**src/logic/adc_readout_pkg.sv**
```systemverilog
// Constants and types shared by the serial readout design.
// Summary of operation
// - A falling edge on chip_select_n begins a new conversion.
// - At conversion end drive a high start bit, then result bits.
// - Data is shifted out on the host-driven serial clock only.
// - First eight bits: start bit, then result bits 11 down to 5.
// - Second eight bits: result bits 4 down to 0, then three zeros.
package adc_readout_pkg;

   localparam int RESULT_WIDTH = 12;
   localparam int TRAIL_ZEROS = 3;
   localparam int FRAME_BITS = 1 + RESULT_WIDTH + TRAIL_ZEROS;
   localparam int COUNT_WIDTH = 5;

   // Longest conversion time, in nanoseconds, and the clock period.
   localparam int CONVERSION_TIME_NS = 8500;
   localparam int CLOCK_PERIOD_NS = 8;
   // A longest time rounds down to whole cycles.
   localparam int CONVERSION_CYCLES = CONVERSION_TIME_NS / CLOCK_PERIOD_NS;
   localparam int CONV_COUNT_WIDTH = 11;

   localparam logic START_BIT = 1'b1;
   localparam logic IDLE_LEVEL = 1'b0;
   localparam logic [TRAIL_ZEROS-1:0] TRAIL_PATTERN = 3'h0;
   localparam logic [COUNT_WIDTH-1:0] COUNT_ZERO = 5'h00;
   localparam logic [CONV_COUNT_WIDTH-1:0] CONV_ZERO = 11'h000;

   // Index of each pin input in the synchroniser bank.
   localparam int SYNC_SELECT = 0;
   localparam int SYNC_CLOCK = 1;
   localparam int SYNC_POWER = 2;
   localparam int SYNC_COUNT = 3;

   typedef enum logic [1:0] {
      STATE_IDLE = 2'b00,
      STATE_CONVERT = 2'b01,
      STATE_SHIFT = 2'b10,
      STATE_DONE = 2'b11
   } readout_state_type;

endpackage

```
**src/logic/adc_serial_readout.sv**
```systemverilog
// Converter side of the serial readout: conversion timing and bit shifter.
`timescale 1ns/1ps
module adc_serial_readout
   import adc_readout_pkg::*;
#(
   parameter int CONV_CYCLES = adc_readout_pkg::CONVERSION_CYCLES,
   parameter int DATA_WIDTH = adc_readout_pkg::RESULT_WIDTH
) (
   input wire logic clock,
   input wire logic sys_rst,
   input wire logic power_down_n,
   input wire logic chip_select_n,
   input wire logic serial_clock,
   input wire logic [DATA_WIDTH-1:0] conversion_result,
   output logic serial_data_out,
   output logic serial_data_enable,
   output logic converting,
   output logic result_ready,
   output logic [adc_readout_pkg::COUNT_WIDTH-1:0] bits_sent
);
   import adc_readout_pkg::*;

   // ***************************************************************
   // Pin synchronisation
   // ***************************************************************

   logic [SYNC_COUNT-1:0] pins_raw;
   logic [SYNC_COUNT-1:0] pins_reset;
   logic [SYNC_COUNT-1:0] pins_sync;
   logic select_n_sync;
   logic sclk_sync;
   logic power_sync;

   assign pins_raw[SYNC_SELECT] = chip_select_n;
   assign pins_raw[SYNC_CLOCK] = serial_clock;
   assign pins_raw[SYNC_POWER] = power_down_n;
   assign pins_reset[SYNC_SELECT] = 1'b1;
   assign pins_reset[SYNC_CLOCK] = 1'b0;
   assign pins_reset[SYNC_POWER] = 1'b0;

   pin_synchroniser #(
      .WIDTH(SYNC_COUNT)
   ) u_sync (
      .clock(clock),
      .sys_rst(sys_rst),
      .pin_in(pins_raw),
      .reset_level(pins_reset),
      .pin_sync(pins_sync)
   );

   assign select_n_sync = pins_sync[SYNC_SELECT];
   assign sclk_sync = pins_sync[SYNC_CLOCK];
   assign power_sync = pins_sync[SYNC_POWER];

   // ***************************************************************
   // Edge detection
   // ***************************************************************

   logic select_n_prev;
   logic sclk_prev;
   logic select_fall;
   logic sclk_fall;
   logic sclk_rise;

   always_ff @(posedge clock) begin
      if (sys_rst) begin
         select_n_prev <= 1'b1;
         sclk_prev <= 1'b0;
      end else begin
         select_n_prev <= select_n_sync;
         sclk_prev <= sclk_sync;
      end
   end

   assign select_fall = select_n_prev && !select_n_sync;
   // Clock edges count only while select is low, whatever the power-down pin.
   assign sclk_fall = sclk_prev && !sclk_sync && !select_n_sync;
   assign sclk_rise = !sclk_prev && sclk_sync && !select_n_sync;

   // ***************************************************************
   // Readout sequence
   // ***************************************************************

   readout_state_type state;
   logic [CONV_COUNT_WIDTH-1:0] conv_count;
   logic [FRAME_BITS-2:0] shift_data;
   logic conv_finished;

   assign conv_finished =
      (conv_count == CONV_COUNT_WIDTH'(CONV_CYCLES - 1));

   // Power-down or a raised select abandons whatever is in flight.
   always_ff @(posedge clock) begin
      if (sys_rst) begin
         state <= STATE_IDLE;
      end else if (!power_sync) begin
         state <= STATE_IDLE;
      end else if (select_n_sync) begin
         state <= STATE_IDLE;
      end else begin
         case (state)
            STATE_IDLE: begin
               if (select_fall) begin
                  state <= STATE_CONVERT;
               end
            end
            STATE_CONVERT: begin
               if (conv_finished) begin
                  state <= STATE_SHIFT;
               end
            end
            STATE_SHIFT: begin
               if (sclk_fall &&
                   bits_sent == COUNT_WIDTH'(FRAME_BITS - 1)) begin
                  state <= STATE_DONE;
               end
            end
            STATE_DONE: begin
               state <= STATE_DONE;
            end
            default: begin
               state <= STATE_IDLE;
            end
         endcase
      end
   end

   // Conversion timer.
   always_ff @(posedge clock) begin
      if (sys_rst) begin
         conv_count <= CONV_ZERO;
      end else if (state == STATE_CONVERT && power_sync && !select_n_sync) begin
         conv_count <= conv_count + CONV_COUNT_WIDTH'(1);
      end else begin
         conv_count <= CONV_ZERO;
      end
   end

   always_ff @(posedge clock) begin
      if (sys_rst) begin
         converting <= 1'b0;
      end else begin
         converting <= (state == STATE_CONVERT) && !conv_finished
            && power_sync && !select_n_sync;
      end
   end

   // ***************************************************************
   // Output shifter
   // ***************************************************************

   // Mode 0 timing: the host samples on its rising edge, so the next bit
   // is placed after each falling edge. The start bit appears as soon as
   // the conversion ends, which lets a polling host see the line rise.
   always_ff @(posedge clock) begin
      if (sys_rst) begin
         serial_data_out <= IDLE_LEVEL;
         shift_data <= '0;
      end else if (!power_sync || select_n_sync) begin
         serial_data_out <= IDLE_LEVEL;
         shift_data <= '0;
      end else if (state == STATE_CONVERT && conv_finished) begin
         serial_data_out <= START_BIT;
         shift_data <= {conversion_result, TRAIL_PATTERN};
      end else if (state == STATE_SHIFT && sclk_fall) begin
         // The three trailing zeros come from TRAIL_PATTERN, loaded behind the result.
         serial_data_out <= shift_data[FRAME_BITS-2];
         shift_data <= {shift_data[FRAME_BITS-3:0], 1'b0};
      end
   end

   // Drive is only wanted while selected; the pin floats otherwise.
   always_ff @(posedge clock) begin
      if (sys_rst) begin
         serial_data_enable <= 1'b0;
      end else begin
         serial_data_enable <= power_sync && !select_n_sync;
      end
   end

   // Number of bits the host has taken, counted on its rising edges.
   always_ff @(posedge clock) begin
      if (sys_rst) begin
         bits_sent <= COUNT_ZERO;
      end else if (state != STATE_SHIFT && state != STATE_DONE) begin
         bits_sent <= COUNT_ZERO;
      end else if (sclk_rise && bits_sent != COUNT_WIDTH'(FRAME_BITS)) begin
         bits_sent <= bits_sent + COUNT_WIDTH'(1);
      end
   end

   // Result ready from conversion end until the readout is abandoned.
   always_ff @(posedge clock) begin
      if (sys_rst) begin
         result_ready <= 1'b0;
      end else if (!power_sync || select_n_sync) begin
         result_ready <= 1'b0;
      end else if (state == STATE_CONVERT && conv_finished) begin
         result_ready <= 1'b1;
      end
   end

endmodule

```
**src/logic/pin_synchroniser.sv**
```systemverilog
// Two-stage synchroniser bank for pins from outside the clock domain.
`timescale 1ns/1ps
module pin_synchroniser #(
   parameter int WIDTH = 3
) (
   input wire logic clock,
   input wire logic sys_rst,
   input wire logic [WIDTH-1:0] pin_in,
   input wire logic [WIDTH-1:0] reset_level,
   output logic [WIDTH-1:0] pin_sync
);

   logic [WIDTH-1:0] first_stage;

   // The first stage feeds only the second stage, nothing else.
   genvar i;
   generate
      for (i = 0; i < WIDTH; i = i + 1) begin : gen_sync
         always_ff @(posedge clock) begin
            if (sys_rst) begin
               first_stage[i] <= reset_level[i];
               pin_sync[i] <= reset_level[i];
            end else begin
               first_stage[i] <= pin_in[i];
               pin_sync[i] <= first_stage[i];
            end
         end
      end
   endgenerate

endmodule
```
**config.mk**
```make
export PLATFORM = sky130hd
export DESIGN_NAME = adc_serial_readout
export DESIGN_NICKNAME = d
export VERILOG_FILES = /design/src/logic/adc_readout_pkg.sv /design/src/logic/adc_serial_readout.sv /design/src/logic/pin_synchroniser.sv
export SDC_FILE = /design/constraint.sdc
export NUM_CORES = 1
export LEC_CHECK = 0
export BUFFER_PORTS_ARGS = -buffer_cell sky130_fd_sc_hd__buf_2
export CORE_UTILIZATION = 36
export CTS_BUF_LIST = sky130_fd_sc_hd__clkbuf_4
export DETAILED_ROUTE_END_ITERATION = 6
export MAX_ROUTING_LAYER = met4
export RECOVER_POWER = 100
export SLEW_MARGIN = 20
export SYNTH_ARGS = -nofsm -noshare
export SYNTH_HDL_FRONTEND = slang
export SYNTH_HIERARCHICAL = 1
export SYNTH_SLANG_ARGS = --single-unit
```
**constraint.sdc**
```tcl
create_clock -name clock -period 2.8 [get_ports clock]
set_input_delay 0.56 -clock clock [delete_from_list [all_inputs] [get_ports clock]]
set_output_delay 0.56 -clock clock [all_outputs]
set_load 0.05 [all_outputs]
```
**After elaboration in Yosys (flattened, before gate mapping)**

Cells that the tools add are included.

- Bitwise operators: 2
- Equal/unequal tests: 11
- Reductions and logical operators: 29
- Add/subtract/negate cells: 2
- Muxes and demuxes: 8

Operator list:

| kind | number |
|---|---|
| 15-bit 2-to-1 mux | 2 |
| 1-bit logical AND | 16 |
| 11-bit by 1-bit adder with 11-bit output, second input constant | 1 |
| 11-bit == test, second input constant | 1 |
| 2-bit != test, second input constant | 5 |
| 2-bit case mux with 4 select lines | 1 |
| 2-bit 2-to-1 mux | 3 |
| 2-bit OR reduction | 3 |
| 5-bit by 1-bit adder with 5-bit output, second input constant | 1 |
| 5-bit by 4-bit == test with 1-bit output, second input constant | 1 |
| 1-bit logical NOT | 5 |
| 5-bit != test, second input constant | 1 |
| 2-bit == test, second input constant | 2 |
| 3-bit AND reduction | 1 |
| 3-bit OR reduction | 1 |
| 2-bit by 1-bit == test with 1-bit output, second input constant | 1 |
| 2-bit logical NOT | 1 |
| 1-bit 2-to-1 mux | 2 |
| 1-bit inverter | 2 |
| 2-bit nonzero test | 1 |
| 1-bit logical OR | 1 |

- Input port bits: 17
- Logic and storage cells: 68
- Output and inout port bits: 9
- Bits in registers: 42

**Longest topological paths before layout**

Gate-level depths: netlist of run 1.

- Word-level depth: 6
- Depth in mapped cells: 8
- Mapped depth without buffers: 6

**Modules after synthesis**

Netlist of run 1, hierarchy kept.

By module, submodules not included:

| module | sequential area each (µm²) | times used | area each (µm²) | cells an instance |
|---|---|---|---|---|
| adc_serial_readout | 720.7 | 1 | 1,556.5 | 179 |
| pin_synchroniser | 120.1 | 1 | 221.5 | 13 |

**Worst setup path after synthesis of run 1**

No wires, ideal clock.

- Path type: flip-flop to flip-flop
- Start: reg conv_count[0]
- End: reg shift_data[10]
- Setup time: 122 ps
- Arrival: 1,827 ps
- Slack: 852 ps
- Clock period less this slack: 1,948 ps
- Cell stages (with the launch flop): 8
- Data required time: 2,678 ps
- Path buffers: 2
- Cells stage by stage: dfxtp_1 > ha_1 > or4b_1 > or4_1 > buf_2 > buf_6 > o21ai_2 > a31oi_1

- Cells in the longest elaborated chain, start to end: 3
- Elaborated cells on any way between the ends: 4
- Those cells by class: eq/ne (1); mux (1); reduce/logical (2)

Ends and longest elaborated chain:

| what | RTL line | source |
|---|---|---|
| from (decl) | adc_serial_readout.sv:85 | `logic [CONV_COUNT_WIDTH-1:0] conv_count;` |
| from (signal assigned) | adc_serial_readout.sv:133 | `conv_count <= conv_count + CONV_COUNT_WIDTH'(1);` |
| 11-bit == test * | adc_serial_readout.sv:90 | `(conv_count == CONV_COUNT_WIDTH'(CONV_CYCLES - 1));` |
| 1-bit logical AND * | adc_serial_readout.sv:162 | `end else if (state == STATE_CONVERT && conv_finished) begin` |
| 15-bit 2-to-1 mux / 2-bit nonzero test (equally long branches) | - |  |
| to (signal assigned) | adc_serial_readout.sv:164 | `shift_data <= {conversion_result, TRAIL_PATTERN};` |
| to (signal assigned) | adc_serial_readout.sv:168 | `shift_data <= {shift_data[FRAME_BITS-3:0], 1'b0};` |
| to (decl) | adc_serial_readout.sv:86 | `logic [FRAME_BITS-2:0] shift_data;` |

Mark *: on every way between the ends. The rest lies on a longest branch, timed or not.
A chain may end at the register's enable or synchronous reset.

**Final worst setup path of run 1**

- Start: reg conv_count[0]
- End: reg shift_data[13]

The elaborated chain is that of the path after synthesis.

==> results.md, run 1 <==
- The detailed-route DRC error count is 0.
- Once the floorplan was initialized, standard cells occupied a little under two fifths of the core.
- Adding up every negative setup slack in the final design gives 0 ns.
- The TritonCTS clock tree is yes.
- In the synthesized netlist, the number of instances is ~190.
- STA classifies the critical path startpoint as a register.
- The first-pass GRT wire length is around 5.4 mm.
- The count of pins on the block boundary is 26.
- The number of buffers inserted by post-CTS setup repair is 0.
- In this run the power density over the cells is between 500 and 600 nW/um^2.
- For this run, the top clock speed supported by timing is ~420 MHz.
- After legalization and detailed placement, the total HPWL measured 2.067 mm.
- The antenna cell count is 0.
- Setup violations remaining at the end of the flow were counted as 0.
- The combinational share of power is under 10%.
- The end point of the critical path is shift_data[13].
- The initial antenna violation count is 0.
- Global routing used between 10% and 20% of the available tracks.
- The sequential cells in the finished layout cover a total of between 800 and 900 um^2.
- The number of DRC violations after detailed-routing iteration 0 is 71.
- The number of failing hold endpoints at the final stage is 0.
- Ranked by total cell area, the synthesized netlist is headed by dfxtp_1, nand2_1, mux2_4.
- On the final layout, the worst hold slack is 0.4222 ns.
- The critical path capture point type is a register.
- The max-slew violation count is 0.
- The switching fraction of total power is 19.94%.
- The final critical delay including setup and external delays is roughly 2.4 ns.
- The number of global-route vias before repair is 1291.
- The die covers roughly 5200 um^2.
- The clock latency at the later pin of the worst-skew pair is approximately 0.34 ns.
- Entering global routing, the biggest net connects 27 pins.
- The post-synthesis share of cell area spent on xor and xnor gates is under 10%.
- For the worst setup path, the data arrival time is roughly 2.6 ns.
- The floorplan step set the die width to approximately 72 um.
- The tree is rooted in a clkbuf_4.
- In the final design database the tool counted 243 nets.
- The share of power burned in the clock network is 41.6%.
- The synthesized area per cell is between 9 and 10 um^2.
- Internal power comes to 906.8 uW.
- The post-route clock skew is 0.006030 ns.
- The highest net fanout along the worst path is 26.
- The total via count after detailed routing is approximately 1300.
- The worst slew margin relative to its limit is 49.00%.
- The filler cell count in the final layout is between 400 and 500.
- The number of gates resized after CTS was 0.
- Across the VDD grid, the largest voltage drop is approximately 190 uV.
- In this run, distinct cell masters in the synthesized netlist total 36.
- The synthesized netlist occupies a cell area of about 1800 um^2.
- The synthesized netlist devotes between 3 and 4% of its cell area to adder and majority cells.
- The largest total area in the synthesized netlist belongs to dfxtp_1.
- After layout, the worst path uses between 80% and 90% of the clock period.
- After clock tree synthesis, the flow added hold-fix buffers numbering 0.
- The share of total power dissipated in sequential elements is roughly 54%.
- The largest family of logic cells by synthesized area is simple AND/OR/NAND/NOR gates.
- The number of clock buffers added by TritonCTS is 5.
- No sink is reached through more buffers than the 2 on the longest clock path.
- The final layout contains routed wiring with a total length of 3.025 mm.
- The capture point of the worst reg-to-reg path is shift_data[13].
- In this run the remaining antenna-violating nets after routing total 0.
- For the worst setup path, the data required time is about 3.0 ns.
- The worst-case register-to-register setup slack is 0.43 ns.
- The number of H-tree levels is 2.
- The flow ran to the end, and the final reports show no timing, DRC or antenna violations.
- The clock drives 42 sinks.
- The actual transition at the worst max-transition pin is roughly 0.76 ns.
- The core footprint is between 4000 and 5000 um^2.
- Clock-pin slew was measured on the worst setup and hold paths at 0.12 ns.
- In this run the core area contains 25 standard-cell rows.
- The first TritonRoute pass finished after 4 iterations.
- The number of cells on the worst reg-to-reg path is 5.
- The final estimated routing congestion in global placement is 0.7396.
- The multi-input gate area in the final layout is around 830 um^2.
- The per-cell routed wire length is about 10 um.
- The worst setup path is of the register to register kind.
- Of the cells placed in the final design, the portion with a size suffix greater than 1 is 11.26%.
- The post-synthesis compound-gate area fraction is 11.75%.
- The static leakage is around 0.0007 uW.
- The start point of the critical path is conv_count[0].
- The Yosys step of the flow raised 6 warnings.
- The startpoint of the lowest-slack register-to-register path is conv_count[0].
- Sequential elements use between 40 and 50% of the synthesized area.
- Dividing the detail-routed via count by the number of cells gives roughly 4.6.
- The portion of netlist area occupied by mux cells is under 10%.
- The worst hold path belongs to the class input pin to register.
- The synthesized design contains 42 register bits.
- Setup repair after global routing left no endpoint under its margin.
- The simple-gate portion of the synthesized area is between 20% and 30%.
- Global routing finished with a remaining overflow of 0.
- The portion of synthesized cell area occupied by the leading cell type is between 40% and 50%.
- The area added between synthesis and finish is 12.67%.
- In this run the tool buffered the top-level ports with 25 buffer cells.
- The max-cap check violation count is 0.
- The analysis attributes to net switching a power of between 200 and 250 uW.
- The chip height is 72.28 um.
-- cells by family (layout without fill, tap and decap cells) --
family          count (synthesis)  after routing
simple gates                   78             78
mux                             7              7
compound gates                 31             31
buf+inv                        15             41
xor+xnor                       12             12
other cells                     2              6
flops                          42             42
fa+ha+maj                       5              5
-- power by group through the flow --
stage               Clock (uW)  Sequential [uW]  Combinational (uW)
detailed placement           0              628                57.0
floorplan                    0              630                36.3
global placement             0              628                56.7
global route               512              617                53.0
CTS                        484              615                57.3
finish                     471              614                47.0
-- through the flow --
stage	total power [uW]	util [%]	std cells	setup slack, ns	cell area, um^2
2_1_floorplan	666.2	-	196	0.8515	1793
3_3_place_gp	684.5	41.40	281	0.4299	1956
3_5_place_dp	685.0	41.40	281	0.3944	1956
4_1_cts	1155	43.55	289	0.3714	2057
5_1_grt	1182	42.41	289	0.2109	2003
6_report	1133	42.41	289	0.4347	2003
-- cells in the mapped netlist --
cell type and n:
nand4bb_1 1, clkbuf_1 4, or4bb_1 1, nand2_1 30
o31a_1 1, mux2i_1 1, conb_1 2, or4b_1 1
nand3_1 4, a31oi_1 12, and4_1 1, xnor2_1 6
or4_1 1, or2_2 1, nor2b_1 2, nor3b_1 1
nor3_1 3, buf_6 3, o21ai_0 6, a21oi_2 1
nand4_1 4, a21oi_1 3, o311a_1 1, inv_1 7
dfxtp_1 42, and3_1 2, o21ai_2 5, xor2_1 6
ha_1 5, a211oi_1 1, nand4b_1 1, buf_2 1
mux2_4 6, o211a_1 1, nand2b_1 4, nor2_1 21
-- worst max-delay path, stage by stage, from the launching register on --
cell and delay [ns]:
dfxtp_1 0.41, ha_1 0.16, or4b_1 0.44, or4_1 0.84
o21ai_0 0.31, a31oi_1 0.06
-- worst min-delay path by stage --
| stage | to | startpoint | depth (start not counted) |
|---|---|---|---|
| 3_5_place_dp | u_sync/pin_sync[2] | u_sync/first_stage[2] | 1 |
| 4_1_cts | u_sync/first_stage[1] | serial_clock | 2 |
| 6_report | u_sync/first_stage[1] | serial_clock | 2 |
| 5_1_grt | u_sync/first_stage[1] | serial_clock | 2 |
| 2_1_floorplan | u_sync/pin_sync[0] | u_sync/first_stage[0] | 1 |
| 3_3_place_gp | u_sync/pin_sync[2] | u_sync/first_stage[2] | 1 |
-- routing by layer --
metal | wire length (um) | vias to the layer above | GRT usage, %
met2 | 1310 | 26 | 22.22
li1 | - | 704 | -
met4 | 67 | 0 | 7.843
met1 | 1528 | 607 | 15.57
met5 | 0 | - | -
met3 | 119 | 5 | 3.472
-- layout by cell type, fill, tap and decap left out, types with 3 or more instances in the layout --
cell,netlist,routed
dfxtp_1,42,42
nand2_1,30,30
nor2_1,21,21
buf_2,1,15
a31oi_1,12,12
o21ai_0,6,11
clkbuf_1,4,11
inv_1,7,7
xnor2_1,6,6
xor2_1,6,6
conb_1,2,6
ha_1,5,5
clkbuf_4,0,5
mux2_1,0,5
nand2b_1,4,4
nand3_1,4,4
nand4_1,4,4
nor3_1,3,3
a21oi_1,3,3
-- registers in the layout (all words and copies together), names as in the netlist --
name / cells
shift_data: 12
conv_count: 11
bits_sent: 5
u_sync/first_stage: 3
u_sync/pin_sync: 3
state: 2
converting: 1
result_ready: 1
sclk_prev: 1
select_n_prev: 1
serial_data_enable: 1
serial_data_out: 1
-- area by class of cell --
type,count,area share [%]
clock buffer,5,1.874
clock inverter,3,3.186
inverter,7,1.312
multi-input combinational,139,41.66
sequential,42,41.97
tap,67,4.185
timing repair buffer,26,5.809
(Power assumes the default switching activity.)
==> run 2: changes to the inputs <==
==> constraint.sdc (replaced) <==
create_clock -name clock -period 2.25 [get_ports clock]
set_input_delay 0.45 -clock clock [delete_from_list [all_inputs] [get_ports clock]]
set_output_delay 0.45 -clock clock [all_outputs]
set_load 0.05 [all_outputs]
==> run 2 against run 1 <==
  * Critical path depth rose by 2
  * Fmax rose by 17%
  * Cell area fell by 1.1%
  * Combinational power rose by 25%
  * Die area did not move
  * Via count fell by 1.2%
  * Flip-flop and latch count did not move
  * Non-clock buffer count rose by 2
  * Worst hold slack got worse by 0.12 ns
  * Register-to-register slack got worse by 0.21 ns
  * Largest cell class unchanged
==> results.md, run 2 (synthesis results as in run 1) <==
- The TritonCTS clock tree is yes.
- The via-per-instance ratio came to 4.557 (-1.9%).
- The actual transition at the worst max-transition pin came to 0.6002 ns (-0.1621 ns).
- The number of failing hold endpoints at the final stage is 0 (unchanged).
- The worst setup path is captured at a register.
- The number of sinks on the clock net is 42 (unchanged).
- The global routing usage on met3 is 4.444% (+0.97 points).
- The final estimated routing congestion in global placement is 0.7454 (+0.78%).
- The proportion of power drawn by flip-flops and latches is 64.4% (+10 points).
- The highest net fanout along the worst path is 26 (unchanged).
- The max-cap check violation count came to 0 (unchanged).
- The kind of start point of the critical path is a register.
- The final clock period utilization by the worst path was 89.89% (+5.4 points).
- The peak clock frequency supported by timing was 494.4 MHz (+17%).
- The per-cell routed wire length was 10.20 um (-2.6%).
- The share of power burned in the clock network is 30.6% (-11 points).
- The final sum of negative setup slack came to 0 ns (unchanged).
- The max-slew violation count is 0 (unchanged).
- The layer with the highest usage is met2.
- The post-layout instance area was 1981 um^2 (-1.1%).
- The clock slew at the register clock pins of the worst setup and hold paths came to 0.13 ns (about the same).
- The overflow left after global routing is 0 (unchanged).
- The net switching component of the power is 278.3 uW (+23%).
- Setup repair after global routing left no endpoint under its margin.
- The most critical setup path has its startpoint at conv_count[1].
- The worst slew margin relative to its limit is 60.16% (+11 points).
- The count of pins on the block boundary is 26 (unchanged).
- The number of cell rows was 25 (unchanged).
- The register with the most flip-flops is shift_data.
- From synthesis to final layout, the design area changed by 11.40%.
- The largest net degree at the start of global routing was 27 (unchanged).
- The internal power contribution is 908.0 uW (+0.14%).
- The worst slack at placement is 0.2052 ns (-0.1892 ns).
- The initial core utilization is 37.64% (unchanged).
- The peak supply drop is 196.2 uV (+2.9%).
- The combinational share of power is 4.9% (+0.8 points).
- The number of buffers created by CTS is 5 (unchanged).
- The detailed-route DRC error count is 0 (unchanged).
- The post-route clock skew is 0.01081 ns (+0.004778 ns).
- The core footprint came to 4723 um^2 (unchanged).
- The worst path arrival time came to 2.24 ns (-0.33 ns).
- The met2 layer usage reported by global route came to 21.91% (-0.31 points).
- The detailed-router iteration count before antenna repair is 4 (unchanged).
- The number of endpoints failing setup at the final stage was 0 (unchanged).
- The chip width was 72.28 um (unchanged).
- Leaving out fill and tap cells, the most frequent cell in the layout is dfxtp_1.
- The number of input and output port buffers inserted is 25 (unchanged).
- The initial antenna violation count was 0 (unchanged).
- The net count reported at finish was 245 (+0.82%).
- The kind of critical path is register to register.
- The power per unit of standard cell area came to 598.9 nW/um^2 (+5.9%).
- The number of DRC violations after detailed-routing iteration 0 is 56 (-21%).
- In the layout the commonest cells are dfxtp_1, nand2_1, nor2_1.
- In the final layout, the registers with the most flip-flops are shift_data x12, conv_count x11, bits_sent x5.
- In this run the worst hold path is classified as input pin to register.
- The deepest clock path buffer count is 2 (unchanged).
- The layout cell share with drive strength beyond 1 is 13.39% (+2.1 points).
- The flow ran to the end, and the final reports show no timing, DRC or antenna violations.
- The worst endpoint required time is 2.47 ns (-0.54 ns).
- The chip height is 72.28 um (unchanged).
- The wire length reported by the detailed router is 2.968 mm (-1.9%).
- The total via count after detailed routing is 1326 (-1.2%).
- The half-perimeter wire length of the detailed placement result came to 2.035 mm (-1.6%).
- The global routing usage on met1 is 15.05% (-0.51 points).
- The number of flip-flops under the largest register name is 12 (unchanged).
- The number of H-tree levels came to 2 (unchanged).
- The global-route total usage across every layer is 13.37% (-0.42 points).
- The post-detailed-route count of antenna-violating nets was 0 (unchanged).
- The number of global-route vias before repair is 1284 (-0.54%).
- The switching fraction of total power is 23.46% (+3.5 points).
- The static leakage is 0.0006813 uW (-1.6%).
- The filler cell count in the final layout came to 480 (-2.8%).
- The launch point of the worst hold path is serial_clock.
- The standard cell area after detailed placement is 1971 um^2 (+0.77%).
- The startpoint of the lowest-slack register-to-register path is conv_count[1].
- The floorplan die area is 5224 um^2 (unchanged).
- The antenna cell count is 0 (unchanged).
- The number of buffers inserted by post-CTS setup repair came to 0 (unchanged).
- The clock latency at the later pin of the worst-skew pair is 0.34 ns (about the same).
- The cell sitting at the root of the clock tree is a clkbuf_4.
- The least setup slack across all paths after layout is 0.2275 ns (-0.2073 ns).
- The first-pass GRT wire length is 5.347 mm (-1.1%).
- The final critical delay including setup and external delays was 2.023 ns (-0.3427 ns).
[run 2: cell types whose count changed in the layout (fill, tap and decap cells not counted), sizes merged]
cell | before | now
bufinv | 2 | 0
buf | 15 | 17
clkinvlp | 0 | 1
clkinv | 1 | 2
[run 2: worst paths after layout]
kind | endpoint | slack (ns) | depth (start not counted)
min | u_sync/first_stage[1] | 0.30 | 2
max reg2reg | shift_data[8] | 0.23 | 7
min reg2reg | u_sync/pin_sync[2] | 0.45 | 1
max | shift_data[8] | 0.23 | 7
[run 2: final cells by class]
| class | count | area, um^2 | area share [%] |
|---|---|---|---|
| clock inverters | 3 | 21.27 | 1.074 |
| repair buffers | 28 | 131.4 | 6.633 |
| clock buffers | 5 | 37.54 | 1.895 |
| inverters | 7 | 26.28 | 1.327 |
| flip-flops and latches | 42 | 842.1 | 42.51 |
| multi-input cells | 139 | 838.3 | 42.32 |
| well taps | 67 | 83.83 | 4.232 |
[run 2: repair_timing]
| item | in CTS | in global routing |
|---|---|---|
| hold buffers | 0 | 0 |
| endpoints found under the setup margin | 0 | 2 |
| gates resized for setup | 0 | 1 |
[run 2: metal layers]
layer | up-vias | part of all wire, %
li1 | 710 | -
met1 | 584 | 49
met2 | 28 | 44
met3 | 4 | 5.5
met4 | 0 | 1.5
met5 | - | 0
[run 2: per-stage QoR]
stage / util (%) / total power [uW] / instances / hold slack [ns]
finish: 41.93 / 1186 / 291 / 0.3028
global route: 41.93 / 1248 / 291 / 0.2736
CTS: 42.97 / 1227 / 291 / 0.2993
detailed placement: 41.72 / 852.2 / 283 / 0.4427
global placement: 41.72 / 851.6 / 283 / 0.4408
floorplan: - / 829.0 / 196 / 0.4367
[run 2: power groups by stage]
stage	Sequential (uW)	Combinational, uW	Clock (uW)
3_5_place_dp	781	70.7	0
4_1_cts	765	71.0	391
2_1_floorplan	784	45.2	0
6_report	764	58.7	363
3_3_place_gp	781	70.6	0
5_1_grt	767	65.6	415
[run 2: worst max-delay path, cell delays in order, from the launching register on]
cell and delay [ns]:
dfxtp_1 0.36, inv_1 0.06, ha_1 0.12, or4b_1 0.44, or4_1 0.47, buf_4 0.23
o21ai_0 0.17, a31oi_1 0.06
